<file path="src/fbls_regs.vh">
// Notes on behaviour
// - Lock-status query works only in per-block protection mode; otherwise ignored.
// - Query: opcode 3Ch, 3 address bytes, status byte repeats until chip select rises.
// - Address bits top to 16 pick a 64K block, top to 12 a 4K sector.
// - Status bit reads 1 for a protected region, 0 for a writable one.
// - Opcodes come in 8 clocks on one line or 2 clocks on four lines.
// - After write enable, opcode 7Eh alone locks all, 98h alone unlocks all.
// - Whole-chip lock and unlock are ignored outside per-block protection mode.
// - Whole-chip lock and unlock need chip select to rise on a byte boundary.
// - Suspend interrupts a running page program, sector erase or block erase.
// - While suspended, reads are refused only inside the suspended page or region; the code refuses every read while a nested program runs.
// - After suspend latency, write latch clears and the matching suspend flag sets.
// - After latency both suspend types accept reads, query, ids, modes, resume.
// - Erase suspend alone also accepts write enable and both page program opcodes.
// - Status, security, signature, reset, no-op accepted at once in any suspend.
// - Security bit 2 shows program suspend, bit 3 erase suspend.
// - Inside erase suspend, page program of unprotected memory is allowed.
// - A program started inside erase suspend cannot itself be suspended.
// - That nested program holds latch and busy at 1, clears both when done.
// - Resume sets latch and busy at once, clears the suspend flag, continues.
// - Resume is ignored in continuous-read performance-enhance mode.
// - Every lock bit is set to 1 at power-up.
// - With write-protect pin low, every region reads as protected.
`ifndef FBLS_REGS_VH
`define FBLS_REGS_VH
`define FBLS_OP_QUERY 8'h3C
`define FBLS_OP_LOCK_ALL 8'h7E
`define FBLS_OP_UNLOCK_ALL 8'h98
`define FBLS_OP_RESUME 8'h30
`define FBLS_OP_SET_LATCH 8'h06
`define FBLS_OP_CLR_LATCH 8'h04
`define FBLS_OP_PP 8'h02
`define FBLS_OP_PP4 8'h38
`define FBLS_OP_STATUS_RD 8'h05
`define FBLS_OP_CONFIG_RD 8'h15
`define FBLS_OP_SECURITY_RD 8'h2B
`define FBLS_OP_SIG 8'hAB
`define FBLS_OP_RESET_ARM 8'h66
`define FBLS_OP_RD_SLOW 8'h03
`define FBLS_OP_RD_FAST 8'h0B
`define FBLS_OP_RD_DUAL_OUT 8'h3B
`define FBLS_OP_RD_QUAD_OUT 8'h6B
`define FBLS_OP_RD_DUAL_IO 8'hBB
`define FBLS_OP_RD_QUAD_IO 8'hEB
`define FBLS_OP_RD_QUAD_WORD 8'hE7
`define FBLS_OP_RD_PARAM 8'h5A
`define FBLS_OP_ID_JEDEC 8'h9F
`define FBLS_OP_ID_FOUR 8'hAF
`define FBLS_OP_ID_MAKER 8'h90
`define FBLS_OP_SECURE_IN 8'hB1
`define FBLS_OP_SECURE_OUT 8'hC1
`define FBLS_OP_FOUR_IN 8'h35
`define FBLS_OP_FOUR_OUT 8'hF5
`define FBLS_OP_BURST_SET 8'hC0
`define FBLS_OP_RST 8'h99
`define FBLS_OP_NOP 8'h00
`define FBLS_BITS_OPCODE 6'h08
`define FBLS_BITS_ADDR 6'h20
`define FBLS_BITS_MAX 6'h3F
`define FBLS_SIZE_PAGE 2'h0
`define FBLS_SIZE_4K 2'h1
`define FBLS_SIZE_32K 2'h2
`define FBLS_SIZE_64K 2'h3
`define FBLS_SHIFT_PAGE 8
`define FBLS_SHIFT_4K 12
`define FBLS_SHIFT_32K 15
`define FBLS_SHIFT_64K 16
`define FBLS_SEC_PROG_SUSP 2
`define FBLS_SEC_ERASE_SUSP 3
`define FBLS_SEC_MODE 7
`define FBLS_CLK_KHZ 40000
`define FBLS_PSL_NS 20000
`define FBLS_ESL_NS 20000
`endif

</file>
<file path="src/fbls_core.v">
`timescale 1ns/1ps
`include "fbls_regs.vh"
module fbls_core #(
  parameter ADDR_W = 24,
  parameter [7:0] SUSPEND_OPCODE = 8'hB0,
  parameter PSL_CYC = (`FBLS_PSL_NS * (`FBLS_CLK_KHZ / 1000) + 999) / 1000,
  parameter ESL_CYC = (`FBLS_ESL_NS * (`FBLS_CLK_KHZ / 1000) + 999) / 1000
) (
  input wire I_CLOCK,
  input wire I_RST_B,
  input wire I_CE,
  input wire I_SCLK,
  input wire I_CS_B,
  input wire [3:0] I_SIO,
  input wire I_WP_B,
  input wire I_FOUR_LINE_MODE,
  input wire I_BLOCK_PROTECT_MODE,
  input wire I_PERF_ENHANCE,
  input wire I_OP_START,
  input wire I_OP_IS_ERASE,
  input wire [1:0] I_OP_SIZE,
  input wire [ADDR_W-1:0] I_OP_ADDR,
  input wire I_OP_DONE,
  input wire [ADDR_W-1:0] I_READ_ADDR,
  output reg [3:0] O_SIO,
  output reg [3:0] O_SIO_OE,
  output reg O_CMD_VALID,
  output reg [7:0] O_CMD_OPCODE,
  output reg O_WRITE_ENABLE_LATCH,
  output reg O_BUSY_FLAG,
  output reg O_PROGRAM_SUSPENDED_FLAG,
  output reg O_ERASE_SUSPENDED_FLAG,
  output wire [7:0] O_SECURITY_BITS,
  output wire O_ENGINE_HOLD,
  output reg O_READ_PERMITTED
);
  localparam NBLK = 1 << (ADDR_W - 16);
  localparam ST_IDLE = 5'h01;
  localparam ST_RUN = 5'h02;
  localparam ST_PAUSING = 5'h04;
  localparam ST_SUSP = 5'h08;
  localparam ST_NESTED = 5'h10;
  localparam [15:0] PSL_LOAD = PSL_CYC[15:0];
  localparam [15:0] ESL_LOAD = ESL_CYC[15:0];

  // ****************************************
  // Pin synchronisers
  // ****************************************
  reg sclk_m, sclk_s, sclk_d;
  reg cs_m, cs_s, cs_d;
  reg [3:0] sio_m, sio_s;
  reg wp_m, wp_s;
  always @(posedge I_CLOCK or negedge I_RST_B) begin
    if (!I_RST_B) begin
      sclk_m <= 1'b0;
      sclk_s <= 1'b0;
      sclk_d <= 1'b0;
      cs_m <= 1'b1;
      cs_s <= 1'b1;
      cs_d <= 1'b1;
      sio_m <= 4'h0;
      sio_s <= 4'h0;
      wp_m <= 1'b0;
      wp_s <= 1'b0;
    end else if (I_CE) begin
      sclk_m <= I_SCLK;
      sclk_s <= sclk_m;
      sclk_d <= sclk_s;
      cs_m <= I_CS_B;
      cs_s <= cs_m;
      cs_d <= cs_s;
      sio_m <= I_SIO;
      sio_s <= sio_m;
      wp_m <= I_WP_B;
      wp_s <= wp_m;
    end
  end
  wire sclk_rise = sclk_s & ~sclk_d & ~cs_s;
  wire sclk_fall = ~sclk_s & sclk_d & ~cs_s;
  wire cs_rise = cs_s & ~cs_d;

  // ****************************************
  // Decode helpers
  // ****************************************
  // Commands usable before the suspend latency has elapsed
  function early_ok;
    input [7:0] op;
    input erase;
    begin
      early_ok = (op == `FBLS_OP_STATUS_RD) || (op == `FBLS_OP_SECURITY_RD) ||
                 (op == `FBLS_OP_SIG) || (op == `FBLS_OP_RESET_ARM) ||
                 (op == `FBLS_OP_RST) || (op == `FBLS_OP_NOP) ||
                 (erase && op == `FBLS_OP_CLR_LATCH) ||
                 (!erase && op == `FBLS_OP_CONFIG_RD);
    end
  endfunction

  // Commands usable only once the suspend latency has elapsed
  function late_ok;
    input [7:0] op;
    input erase;
    begin
      late_ok = (op == `FBLS_OP_RD_SLOW) || (op == `FBLS_OP_RD_FAST) ||
                (op == `FBLS_OP_RD_DUAL_OUT) || (op == `FBLS_OP_RD_QUAD_OUT) ||
                (op == `FBLS_OP_RD_DUAL_IO) || (op == `FBLS_OP_RD_QUAD_IO) ||
                (op == `FBLS_OP_RD_QUAD_WORD) || (op == `FBLS_OP_RD_PARAM) ||
                (op == `FBLS_OP_QUERY) || (op == `FBLS_OP_ID_JEDEC) ||
                (op == `FBLS_OP_ID_FOUR) || (op == `FBLS_OP_ID_MAKER) ||
                (op == `FBLS_OP_SECURE_IN) || (op == `FBLS_OP_SECURE_OUT) ||
                (op == `FBLS_OP_FOUR_IN) || (op == `FBLS_OP_FOUR_OUT) ||
                (op == `FBLS_OP_RESUME) || (op == `FBLS_OP_BURST_SET);
      if (erase && (op == `FBLS_OP_SET_LATCH || op == `FBLS_OP_PP || op == `FBLS_OP_PP4))
        late_ok = 1'b1;
    end
  endfunction

  function [ADDR_W-1:0] size_mask;
    input [1:0] size;
    begin
      case (size)
        `FBLS_SIZE_PAGE: size_mask = {ADDR_W{1'b1}} << `FBLS_SHIFT_PAGE;
        `FBLS_SIZE_4K: size_mask = {ADDR_W{1'b1}} << `FBLS_SHIFT_4K;
        `FBLS_SIZE_32K: size_mask = {ADDR_W{1'b1}} << `FBLS_SHIFT_32K;
        default: size_mask = {ADDR_W{1'b1}} << `FBLS_SHIFT_64K;
      endcase
    end
  endfunction

  // ****************************************
  // Serial receive
  // ****************************************
  reg [31:0] shreg;
  reg [5:0] bitcnt;
  reg [7:0] opcode;
  reg [4:0] state;
  reg susp_erase;
  wire [5:0] step = I_FOUR_LINE_MODE ? 6'h04 : 6'h01;
  wire [31:0] next_shreg = I_FOUR_LINE_MODE ? {shreg[27:0], sio_s} :
                           {shreg[30:0], sio_s[0]};
  wire [6:0] cnt_sum = {1'b0, bitcnt} + {1'b0, step};
  wire [5:0] next_bitcnt = cnt_sum[6] ? `FBLS_BITS_MAX : cnt_sum[5:0];
  wire opcode_done = sclk_rise && next_bitcnt == `FBLS_BITS_OPCODE;
  wire addr_done = sclk_rise && next_bitcnt == `FBLS_BITS_ADDR;
  wire in_suspend = (state == ST_PAUSING) || (state == ST_SUSP) || (state == ST_NESTED);
  wire lat_done = (state == ST_SUSP);
  // Unlisted opcodes are dropped before any action; suspend state stays untouched
  wire cmd_ok = !in_suspend || early_ok(next_shreg[7:0], susp_erase) ||
                (lat_done && late_ok(next_shreg[7:0], susp_erase));
  reg cmd_taken;
  always @(posedge I_CLOCK or negedge I_RST_B) begin
    if (!I_RST_B) begin
      shreg <= 32'h0000_0000;
      bitcnt <= 6'h00;
      opcode <= 8'h00;
      cmd_taken <= 1'b0;
      O_CMD_VALID <= 1'b0;
      O_CMD_OPCODE <= 8'h00;
    end else if (I_CE) begin
      O_CMD_VALID <= 1'b0;
      if (cs_s) begin
        bitcnt <= 6'h00;
      end else if (sclk_rise) begin
        shreg <= next_shreg;
        bitcnt <= next_bitcnt;
        if (opcode_done) begin
          opcode <= next_shreg[7:0];
          cmd_taken <= cmd_ok;
          O_CMD_VALID <= cmd_ok;
          O_CMD_OPCODE <= next_shreg[7:0];
        end
      end
    end
  end
  // Actions fired on chip select rise exactly after one opcode byte
  wire exec = cs_rise && bitcnt == `FBLS_BITS_OPCODE && cmd_taken;

  // ****************************************
  // Lock bits
  // ****************************************
  // Sector granularity only in the first and last block, as is usual for such arrays
  // Volatile bits; reset stands in for power-up
  reg [NBLK-1:0] block_lock;
  reg [31:0] sector_lock;
  wire lock_cmd = exec && I_BLOCK_PROTECT_MODE && O_WRITE_ENABLE_LATCH &&
                  (opcode == `FBLS_OP_LOCK_ALL || opcode == `FBLS_OP_UNLOCK_ALL) &&
                  state == ST_IDLE;
  always @(posedge I_CLOCK or negedge I_RST_B) begin
    if (!I_RST_B) begin
      block_lock <= {NBLK{1'b1}};
      sector_lock <= 32'hFFFF_FFFF;
    end else if (I_CE && lock_cmd) begin
      block_lock <= {NBLK{opcode == `FBLS_OP_LOCK_ALL}};
      sector_lock <= {32{opcode == `FBLS_OP_LOCK_ALL}};
    end
  end
  wire [ADDR_W-17:0] q_blk = next_shreg[ADDR_W-1:16];
  wire [3:0] q_sec = next_shreg[15:12];
  wire q_edge = (q_blk == {(ADDR_W-16){1'b0}}) || (q_blk == {(ADDR_W-16){1'b1}});
  wire [4:0] q_sidx = {q_blk[0], q_sec};
  wire q_locked = !wp_s || (q_edge ? sector_lock[q_sidx] : block_lock[q_blk]);

  // ****************************************
  // Query answer
  // ****************************************
  reg [7:0] out_byte;
  reg [2:0] out_idx;
  reg answering;
  always @(posedge I_CLOCK or negedge I_RST_B) begin
    if (!I_RST_B) begin
      out_byte <= 8'h00;
      out_idx <= 3'h0;
      answering <= 1'b0;
      O_SIO <= 4'h0;
      O_SIO_OE <= 4'h0;
    end else if (I_CE) begin
      if (cs_s) begin
        answering <= 1'b0;
        O_SIO_OE <= 4'h0;
      end else if (addr_done && opcode == `FBLS_OP_QUERY && cmd_taken &&
                   I_BLOCK_PROTECT_MODE) begin
        answering <= 1'b1;
        out_byte <= {7'h00, q_locked};
        out_idx <= 3'h7;
      end else if (answering && sclk_fall) begin
        if (I_FOUR_LINE_MODE) begin
          O_SIO <= out_idx[2] ? out_byte[7:4] : out_byte[3:0];
          O_SIO_OE <= 4'hF;
          out_idx <= out_idx ^ 3'h4;
        end else begin
          O_SIO <= {2'h0, out_byte[out_idx], 1'b0};
          O_SIO_OE <= 4'h2;
          out_idx <= out_idx - 3'h1;
        end
      end
    end
  end

  // ****************************************
  // Operation, suspend and resume
  // ****************************************
  reg [15:0] lat_cnt;
  reg [ADDR_W-1:0] susp_addr;
  reg [1:0] susp_size;
  wire is_exec_op = exec;
  always @(posedge I_CLOCK or negedge I_RST_B) begin
    if (!I_RST_B) begin
      state <= ST_IDLE;
      susp_erase <= 1'b0;
      lat_cnt <= 16'h0000;
      susp_addr <= {ADDR_W{1'b0}};
      susp_size <= `FBLS_SIZE_PAGE;
      O_WRITE_ENABLE_LATCH <= 1'b0;
      O_BUSY_FLAG <= 1'b0;
      O_PROGRAM_SUSPENDED_FLAG <= 1'b0;
      O_ERASE_SUSPENDED_FLAG <= 1'b0;
    end else if (I_CE) begin
      // Latch writes first; state transitions below override them where needed
      // One opcode per frame, so set and clear of the latch never collide
      if (is_exec_op && opcode == `FBLS_OP_SET_LATCH)
        O_WRITE_ENABLE_LATCH <= 1'b1;
      if (is_exec_op && opcode == `FBLS_OP_CLR_LATCH && state != ST_NESTED)
        O_WRITE_ENABLE_LATCH <= 1'b0;
      if (lock_cmd)
        O_WRITE_ENABLE_LATCH <= 1'b0;
      case (state)
        ST_IDLE: begin
          if (I_OP_START) begin
            state <= ST_RUN;
            susp_erase <= I_OP_IS_ERASE;
            susp_addr <= I_OP_ADDR;
            susp_size <= I_OP_SIZE;
            O_BUSY_FLAG <= 1'b1;
          end
        end
        ST_RUN: begin
          if (I_OP_DONE) begin
            state <= ST_IDLE;
            O_BUSY_FLAG <= 1'b0;
            O_WRITE_ENABLE_LATCH <= 1'b0;
          end else if (is_exec_op && opcode == SUSPEND_OPCODE) begin
            state <= ST_PAUSING;
            lat_cnt <= susp_erase ? ESL_LOAD : PSL_LOAD;
          end
        end
        ST_PAUSING: begin
          if (I_OP_DONE) begin
            // Operation beat the suspend; nothing left to pause
            state <= ST_IDLE;
            O_BUSY_FLAG <= 1'b0;
            O_WRITE_ENABLE_LATCH <= 1'b0;
          end else if (lat_cnt <= 16'h0001) begin
            state <= ST_SUSP;
            O_BUSY_FLAG <= 1'b0;
            O_WRITE_ENABLE_LATCH <= 1'b0;
            O_PROGRAM_SUSPENDED_FLAG <= ~susp_erase;
            O_ERASE_SUSPENDED_FLAG <= susp_erase;
          end else begin
            lat_cnt <= lat_cnt - 16'h0001;
          end
        end
        ST_SUSP: begin
          if (is_exec_op && opcode == `FBLS_OP_RESUME && !I_PERF_ENHANCE) begin
            state <= ST_RUN;
            O_WRITE_ENABLE_LATCH <= 1'b1;
            O_BUSY_FLAG <= 1'b1;
            O_PROGRAM_SUSPENDED_FLAG <= 1'b0;
            O_ERASE_SUSPENDED_FLAG <= 1'b0;
          end else if (I_OP_START && susp_erase && O_WRITE_ENABLE_LATCH &&
                       ((I_OP_ADDR & size_mask(susp_size)) !=
                        (susp_addr & size_mask(susp_size)))) begin
            state <= ST_NESTED;
            O_BUSY_FLAG <= 1'b1;
          end
        end
        ST_NESTED: begin
          // Suspend and resume are not acted on here; the program must finish first
          if (I_OP_DONE) begin
            state <= ST_SUSP;
            O_BUSY_FLAG <= 1'b0;
            O_WRITE_ENABLE_LATCH <= 1'b0;
          end else begin
            O_WRITE_ENABLE_LATCH <= 1'b1;
          end
        end
        default: state <= ST_IDLE;
      endcase
    end
  end
  assign O_ENGINE_HOLD = (state == ST_PAUSING) || (state == ST_SUSP) || (state == ST_NESTED);
  assign O_SECURITY_BITS = {I_BLOCK_PROTECT_MODE, 3'h0, O_ERASE_SUSPENDED_FLAG,
                            O_PROGRAM_SUSPENDED_FLAG, 2'h0};

  // ****************************************
  // Array read guard
  // ****************************************
  always @(posedge I_CLOCK or negedge I_RST_B) begin
    if (!I_RST_B) begin
      O_READ_PERMITTED <= 1'b0;
    end else if (I_CE) begin
      O_READ_PERMITTED <= (state == ST_IDLE) || ((state == ST_SUSP) &&
        ((I_READ_ADDR & size_mask(susp_size)) !=
         (susp_addr & size_mask(susp_size))));
    end
  end
endmodule

</file>
<file path="config.mk">
export PLATFORM = sky130hd
export DESIGN_NAME = fbls_core
export DESIGN_NICKNAME = d
export VERILOG_FILES = /design/src/fbls_core.v
export VERILOG_INCLUDE_DIRS = /design/src
export SDC_FILE = /design/constraint.sdc
export NUM_CORES = 1
export LEC_CHECK = 0
export BUFFER_PORTS_ARGS = -buffer_cell sky130_fd_sc_hd__buf_2
export CORE_UTILIZATION = 52
export CTS_CLUSTER_DIAMETER = 50
export DETAILED_ROUTE_END_ITERATION = 8
export GPL_TIMING_DRIVEN = 0
export PLACE_DENSITY = 0.83
export SYNTH_ARGS = -nofsm -noshare
export SYNTH_HDL_FRONTEND = slang
export SYNTH_SLANG_ARGS = --single-unit
</file>
<file path="constraint.sdc">
create_clock -name I_CLOCK -period 2.3 [get_ports I_CLOCK]
set_input_delay 0.115 -clock I_CLOCK [delete_from_list [all_inputs] [get_ports I_CLOCK]]
set_output_delay 0.115 -clock I_CLOCK [all_outputs]
set_load 0.1 [all_outputs]
</file>
Yosys cells after proc, flatten, opt, wreduce, memory -nomap -nowiden. Index checks and enable logic that the tools add are counted. Widths: inputs -> output; s select.

Add/sub/neg operators: 3. Magnitude comparators: 4. Equality and inequality tests: 63. Multiplexer cells: 69. Bitwise operators: 16. Reduce and logical (&&, ||, !) cells: 90.

Operators by type and width (count): $eq 8x8->1 const B (15); $mux 24 (5); $and 24x24->24 (4); $eq 8x6->1 const B (8); $mux 16 (4); $ne 24x24->1 (2); $pmux 16 s3 (1); $eq 8x3->1 const B (5); $mux 5 (8); $logic_or 1x1->1 (34); $eq 8x7->1 const B (4); $pmux 16 s2 (1); $mux 1 (30); $logic_and 1x1->1 (27); $pmux 5 s5 (1); $mux 6 (3); $reduce_and 6->1 (3); $eq 8x2->1 const B (2); $le 16x1->1 const B (1); $logic_not 8->1 (2); $mux 4 (4); $ne 2x2->1 const B (8); $sub 16x1->16 const B (1); $reduce_and 3->1 (5); 37 further kinds (67).

Register bits after elaboration: 123. Output and inout bits: 31. Word-level logic and storage cells: 278.

Depth between registers and ports, before layout.
Depth after elaboration: 25. Depth in mapped cells: 12. Gate-level depth less buffers: 9.

Least setup slack after synthesis. Ideal clock, no wire load.

Path type: flip-flop to flip-flop. Start: register opcode[1]. End: register out_byte[0]. Setup time: 0.125 ns. Arrival time: 2.648 ns. Required time: 2.175 ns. Slack: -0.472 ns. Stages on the path, launching flop included: 6. Path buffers: 0. Clock period less this slack: 2.772 ns. Cells stage by stage: dfrtp_1 > or4_1 > or4_1 > a2111oi_0 > nand2_1 > mux2_2.

Word-level cells in the longest chain between the ends: 5.

RTL lines: start: declaration (RTL line fbls_core.v:134) `reg [7:0] opcode;`; start signal: assignment (RTL line fbls_core.v:166) `opcode <= next_shreg[7:0];`; $eq 8x6->1 (no source line); $logic_and 1x1->1 (no source line); $logic_and 1x1->1 (2 in series) (RTL line fbls_core.v:219) `` end else if (addr_done && opcode == `FBLS_OP_QUERY && cmd_taken && ``; $reduce_and 3->1 (no source line); end signal: assignment (RTL line fbls_core.v:222) `out_byte <= {7'h00, q_locked};`; end: declaration (RTL line fbls_core.v:205) `reg [7:0] out_byte;`.

Every way passes these cells. A chain may end at the register's enable or synchronous reset.

Worst setup path in the final report.
Start: register bitcnt[0]. End: register out_byte[0].

Word-level cells in the longest chain between the ends: 8.

RTL lines: start: declaration (RTL line fbls_core.v:133) `reg [5:0] bitcnt;`; start signal: assignment (RTL line fbls_core.v:164) `bitcnt <= next_bitcnt;`; $add 6x3->7 (RTL line fbls_core.v:140) `wire [6:0] cnt_sum = {1'b0, bitcnt} + {1'b0, step};`; $mux 6 (RTL line fbls_core.v:141) `` wire [5:0] next_bitcnt = cnt_sum[6] ? `FBLS_BITS_MAX : cnt_sum[5:0]; ``; $eq 6x6->1 (no source line); $logic_and 1x1->1 (no source line) (2 in series); $logic_and 1x1->1 (2 in series) (RTL line fbls_core.v:219); $reduce_and 3->1 (no source line).

Every way passes these cells.

==> results.sh <==
export IMPL_setup_viol=20
export IMPL_cp_common_cell="ha_4"
export IMPL_period_needed_ns=2.48
export IMPL_synth_enable_flop_cells=0
export IMPL_fp_dieH_um=108
export IMPL_core_rowCount=38
export IMPL_nFillCells=746
export IMPL_worst_slack_ns=-0.182
export IMPL_coreArea_um2=10800
export IMPL_clkLatencyLatePin_ns=0.38
export IMPL_ant_nets=0
export IMPL_vias=5416
export IMPL_critical_path_arrival_ns=2.75
export IMPL_crit_required_ns=2.57
export IMPL_intPower_w=0.00433
export IMPL_diodes=0
export IMPL_cts_clk_slew_worst_paths_ns=0.10
export IMPL_yosys_warnings=0
export IMPL_period_share_pct=108
export IMPL_grt_use_total_pct=28.6
export IMPL_hold_class="in2reg"
export IMPL_drc_errors=0
export IMPL_grt_pass1_wl_mm=25.7
export IMPL_seqPwrFrac_pct=35.5
export IMPL_h_tree_depth=3
export IMPL_ys_flop_type="dfrtp_1"
export IMPL_p_sw_w=0.00353
export IMPL_grt_pass1_vias=5299
export IMPL_finalHoldViolCount=0
export IMPL_crit_path_end_kind="flip-flop"
export IMPL_p_comb_share_pct=48.8
export IMPL_start_util_pct=53.4
export IMPL_die_w_um=108
export IMPL_p_clk_share_pct=15.6
export IMPL_whs_ns=0.000811
export IMPL_port_buffers=73
export IMPL_maxSlewViolCount=0
export IMPL_tritoncts="yes"
export IMPL_fmax_mhz=403
export IMPL_synth_area_um2=5790
export IMPL_fin_nets=820
export IMPL_wl_mm=17.0
export IMPL_place_gp_congestion=0.938
export IMPL_status="complete, but fails checks"
export IMPL_viasPerCell=6.06
export IMPL_syn_inst=598
export IMPL_ys_ff_latch=94
export IMPL_worst_setup_path_start_kind="flip-flop"
export IMPL_slew_limit_headroom_pct=33.9
export IMPL_synth_distinct_cells=70
export IMPL_crit_path_top_delay_cell="dfrtp_2"
export IMPL_synthArstFlopShare_pct=100
export IMPL_area_growth_pct=30.0
export IMPL_tightest_slew_ns=0.983
export IMPL_crit_path_max_fanout=3
export IMPL_cts_root_buffer="clkbuf_8"
export IMPL_antenna_found_initial=0
export IMPL_cts_buffer_depth=2
export IMPL_drt_wirelength_per_cell_um=19.1
export IMPL_synth_avg_cell_area_um2=9.68
export IMPL_grt_max_degree=76
export IMPL_leakage_nw=3.28
export IMPL_drive_gt1_share_pct=36.5
export IMPL_dieArea_um2=11600
export IMPL_path_cells="ha_4 > ha_4 > xor2_2 > or3_4 > or4_4 > a2111oi_4 > nand2_2 > mux2_4"
export IMPL_dr_pass1_iters=6
export IMPL_power_density_nw_per_um2=1040
export IMPL_finClkSkew_ns=0.0181
export IMPL_fin_util_pct=69.4
export IMPL_violations="negative setup slack"
export IMPL_max_stage_delay_ns=0.44
export IMPL_drt_initial_drc_count=395
export IMPL_cts_sinks=94
export IMPL_rsz0062_at_grt="yes"
export IMPL_yosysSeqAreaShare_pct=40.7
export IMPL_io_pins=97
export IMPL_hold_depth=2
export IMPL_grt_overflow=0
export IMPL_worstRegToRegCells=8
export IMPL_hpwl_mm=10.7
export IMPL_path_class="reg2reg"
export IMPL_ir_worst_vdd_v=0.000972
export IMPL_swShare_pct=44.9
export IMPL_cts_buffers=9
export IMPL_drv_cap=0
-- synthesized netlist by cell type (all sizes together), types with 6 or more instances --
cell / n / area (um^2)
nor4b: 6 / 52.6
dfrtp: 89 / 2230
o211ai: 16 / 125
nand2: 45 / 169
inv: 21 / 78.8
xnor2: 35 / 307
mux2i: 11 / 110
buf: 23 / 149
a21oi: 22 / 121
nand2b: 14 / 87.6
nor2: 40 / 150
o21ai: 29 / 145
nand4: 10 / 62.6
nand3: 12 / 60.1
or4: 11 / 82.6
nor4: 8 / 50.1
nand3b: 8 / 60.1
mux2: 45 / 507
clkbuf: 17 / 63.8
nor3b: 8 / 60.1
nor3: 18 / 95.1
ha: 6 / 75.1
or3: 8 / 55.1
xor2: 15 / 131
-- state kept, by name, summed over array words and instances (netlist names), 2 cells and up --
register / count
out_idx: 3
opcode: 8
O_SIO: 2
shreg: 7
susp_addr: 16
state: 5
bitcnt: 6
sio_s: 4
lat_cnt: 16
susp_size: 2
sio_m: 4
O_SIO_OE: 2
-- kinds of logic after synthesis --
logic type      Yosys count  share of synthesized area, %
other cells               1                        0.0648
mux                      56                          10.7
compound gates          119                          14.6
simple gates            211                          20.0
buf+inv                  61                          5.04
xor+xnor                 50                          7.57
fa+ha+maj                 6                          1.30
flops                    94                          40.7
-- timing repair --
| action | in CTS | in global routing |
|---|---|---|
| hold buffers | 17 | 2 |
| cloned | 2 | 1 |
| endpoints found under the setup margin | 47 | 50 |
| pin swaps | 17 | 23 |
| endpoints found under the hold margin | 48 | 2 |
| gates resized for setup | 42 | 50 |
| setup buffers | 33 | 14 |
-- worst paths after layout --
path	to	from	slack (ns)
max	out_byte[0]$_DFFE_PN0P_	bitcnt[0]$_DFFE_PN0P_	-0.18
min	susp_addr[21]$_DFFE_PN0P_	I_OP_ADDR[21]	0.0008
max reg2reg	out_byte[0]$_DFFE_PN0P_	bitcnt[0]$_DFFE_PN0P_	-0.18
min reg2reg	O_SIO[0]$_DFFE_PN0P_	O_SIO[0]$_DFFE_PN0P_	0.48
max in group asynchronous	state[0]$_DFFE_PN1P_	I_RST_B	1.45
min in group asynchronous	O_SIO_OE[1]$_DFFE_PN0P_	I_RST_B	0.15
-- per-stage QoR --
| step | setup slack [ns] | instances | area [um^2] | setup TNS (ns) | total power (W) |
|---|---|---|---|---|---|
| floorplan | -0.196 | 604 | 5890 | -0.234 | 0.00510 |
| global placement | -0.569 | 817 | 6430 | -10.13 | 0.00577 |
| detailed placement | -0.596 | 818 | 6460 | -11.86 | 0.00588 |
| CTS | -0.274 | 883 | 7280 | -4.36 | 0.00740 |
| global route | -0.237 | 893 | 7520 | -4.04 | 0.00821 |
| finish | -0.182 | 893 | 7520 | -1.19 | 0.00786 |
-- layout make-up --
class                           instances  area, um^2  share of cell area, %
Multi-Input combinational cell        449        3490                   46.4
Sequential cell                        94        2380                   31.6
Timing Repair Buffer                  137         951                   12.6
Buffer                                 36         230                   3.06
Tap cell                              140         175                   2.33
Clock buffer                           11         131                   1.75
Clock inverter                          5        82.6                   1.10
Inverter                               21        81.3                   1.08
-- critical path, delay by kind of cell, from the launching register on --
family,cells,cell delay (ns)
AOI/OAI and AO/OA,1,0.22
and+or+nand+nor,3,0.90
muxes,1,0.32
DFF,1,0.44
xor gates and xnor gates,1,0.14
adders and majority gates,2,0.34
-- power by group through the flow --
stage | Combinational, W | Clock, W | Sequential (W)
3_3_place_gp | 0.00312 | 0 | 0.00265
3_5_place_dp | 0.00320 | 0 | 0.00268
2_1_floorplan | 0.00213 | 0 | 0.00297
5_1_grt | 0.00408 | 0.00130 | 0.00284
6_report | 0.00384 | 0.00123 | 0.00279
4_1_cts | 0.00346 | 0.00123 | 0.00271
-- placed cells by master, fill, tap and decap left out, drive strengths merged, types with 5 or more instances in the layout --
| master | Yosys | routed |
|---|---|---|
| clkbuf | 17 | 24 |
| dlygate4sd3 | 0 | 19 |
| nand3 | 12 | 12 |
| mux2i | 11 | 11 |
| nor3 | 18 | 18 |
| nand4 | 10 | 10 |
| nor4 | 8 | 8 |
| dfstp | 5 | 5 |
| or3 | 8 | 8 |
| nor2 | 40 | 40 |
| or4 | 11 | 11 |
| nor2b | 5 | 5 |
| ha | 6 | 6 |
| nor3b | 8 | 8 |
| o211ai | 16 | 16 |
| mux2 | 45 | 45 |
| o21ai | 29 | 29 |
| o31a | 5 | 5 |
| a21oi | 22 | 22 |
| nand2 | 45 | 45 |
| nand2b | 14 | 14 |
| dfrtp | 89 | 89 |
| nand3b | 8 | 8 |
| nor4b | 6 | 6 |
| buf | 23 | 141 |
| xor2 | 15 | 15 |
| conb | 1 | 7 |
| xnor2 | 35 | 35 |
| inv | 21 | 23 |
-- routing by layer --
metal | vias up | track usage [%] | routed length [um]
met5 | - | 0 | 0
met4 | 0 | 10.9 | 631
met1 | 2600 | 36.3 | 6540
li1 | 2464 | - | -
met3 | 67 | 6.05 | 1380
met2 | 285 | 47.9 | 8500
(Power assumes the default switching activity.)
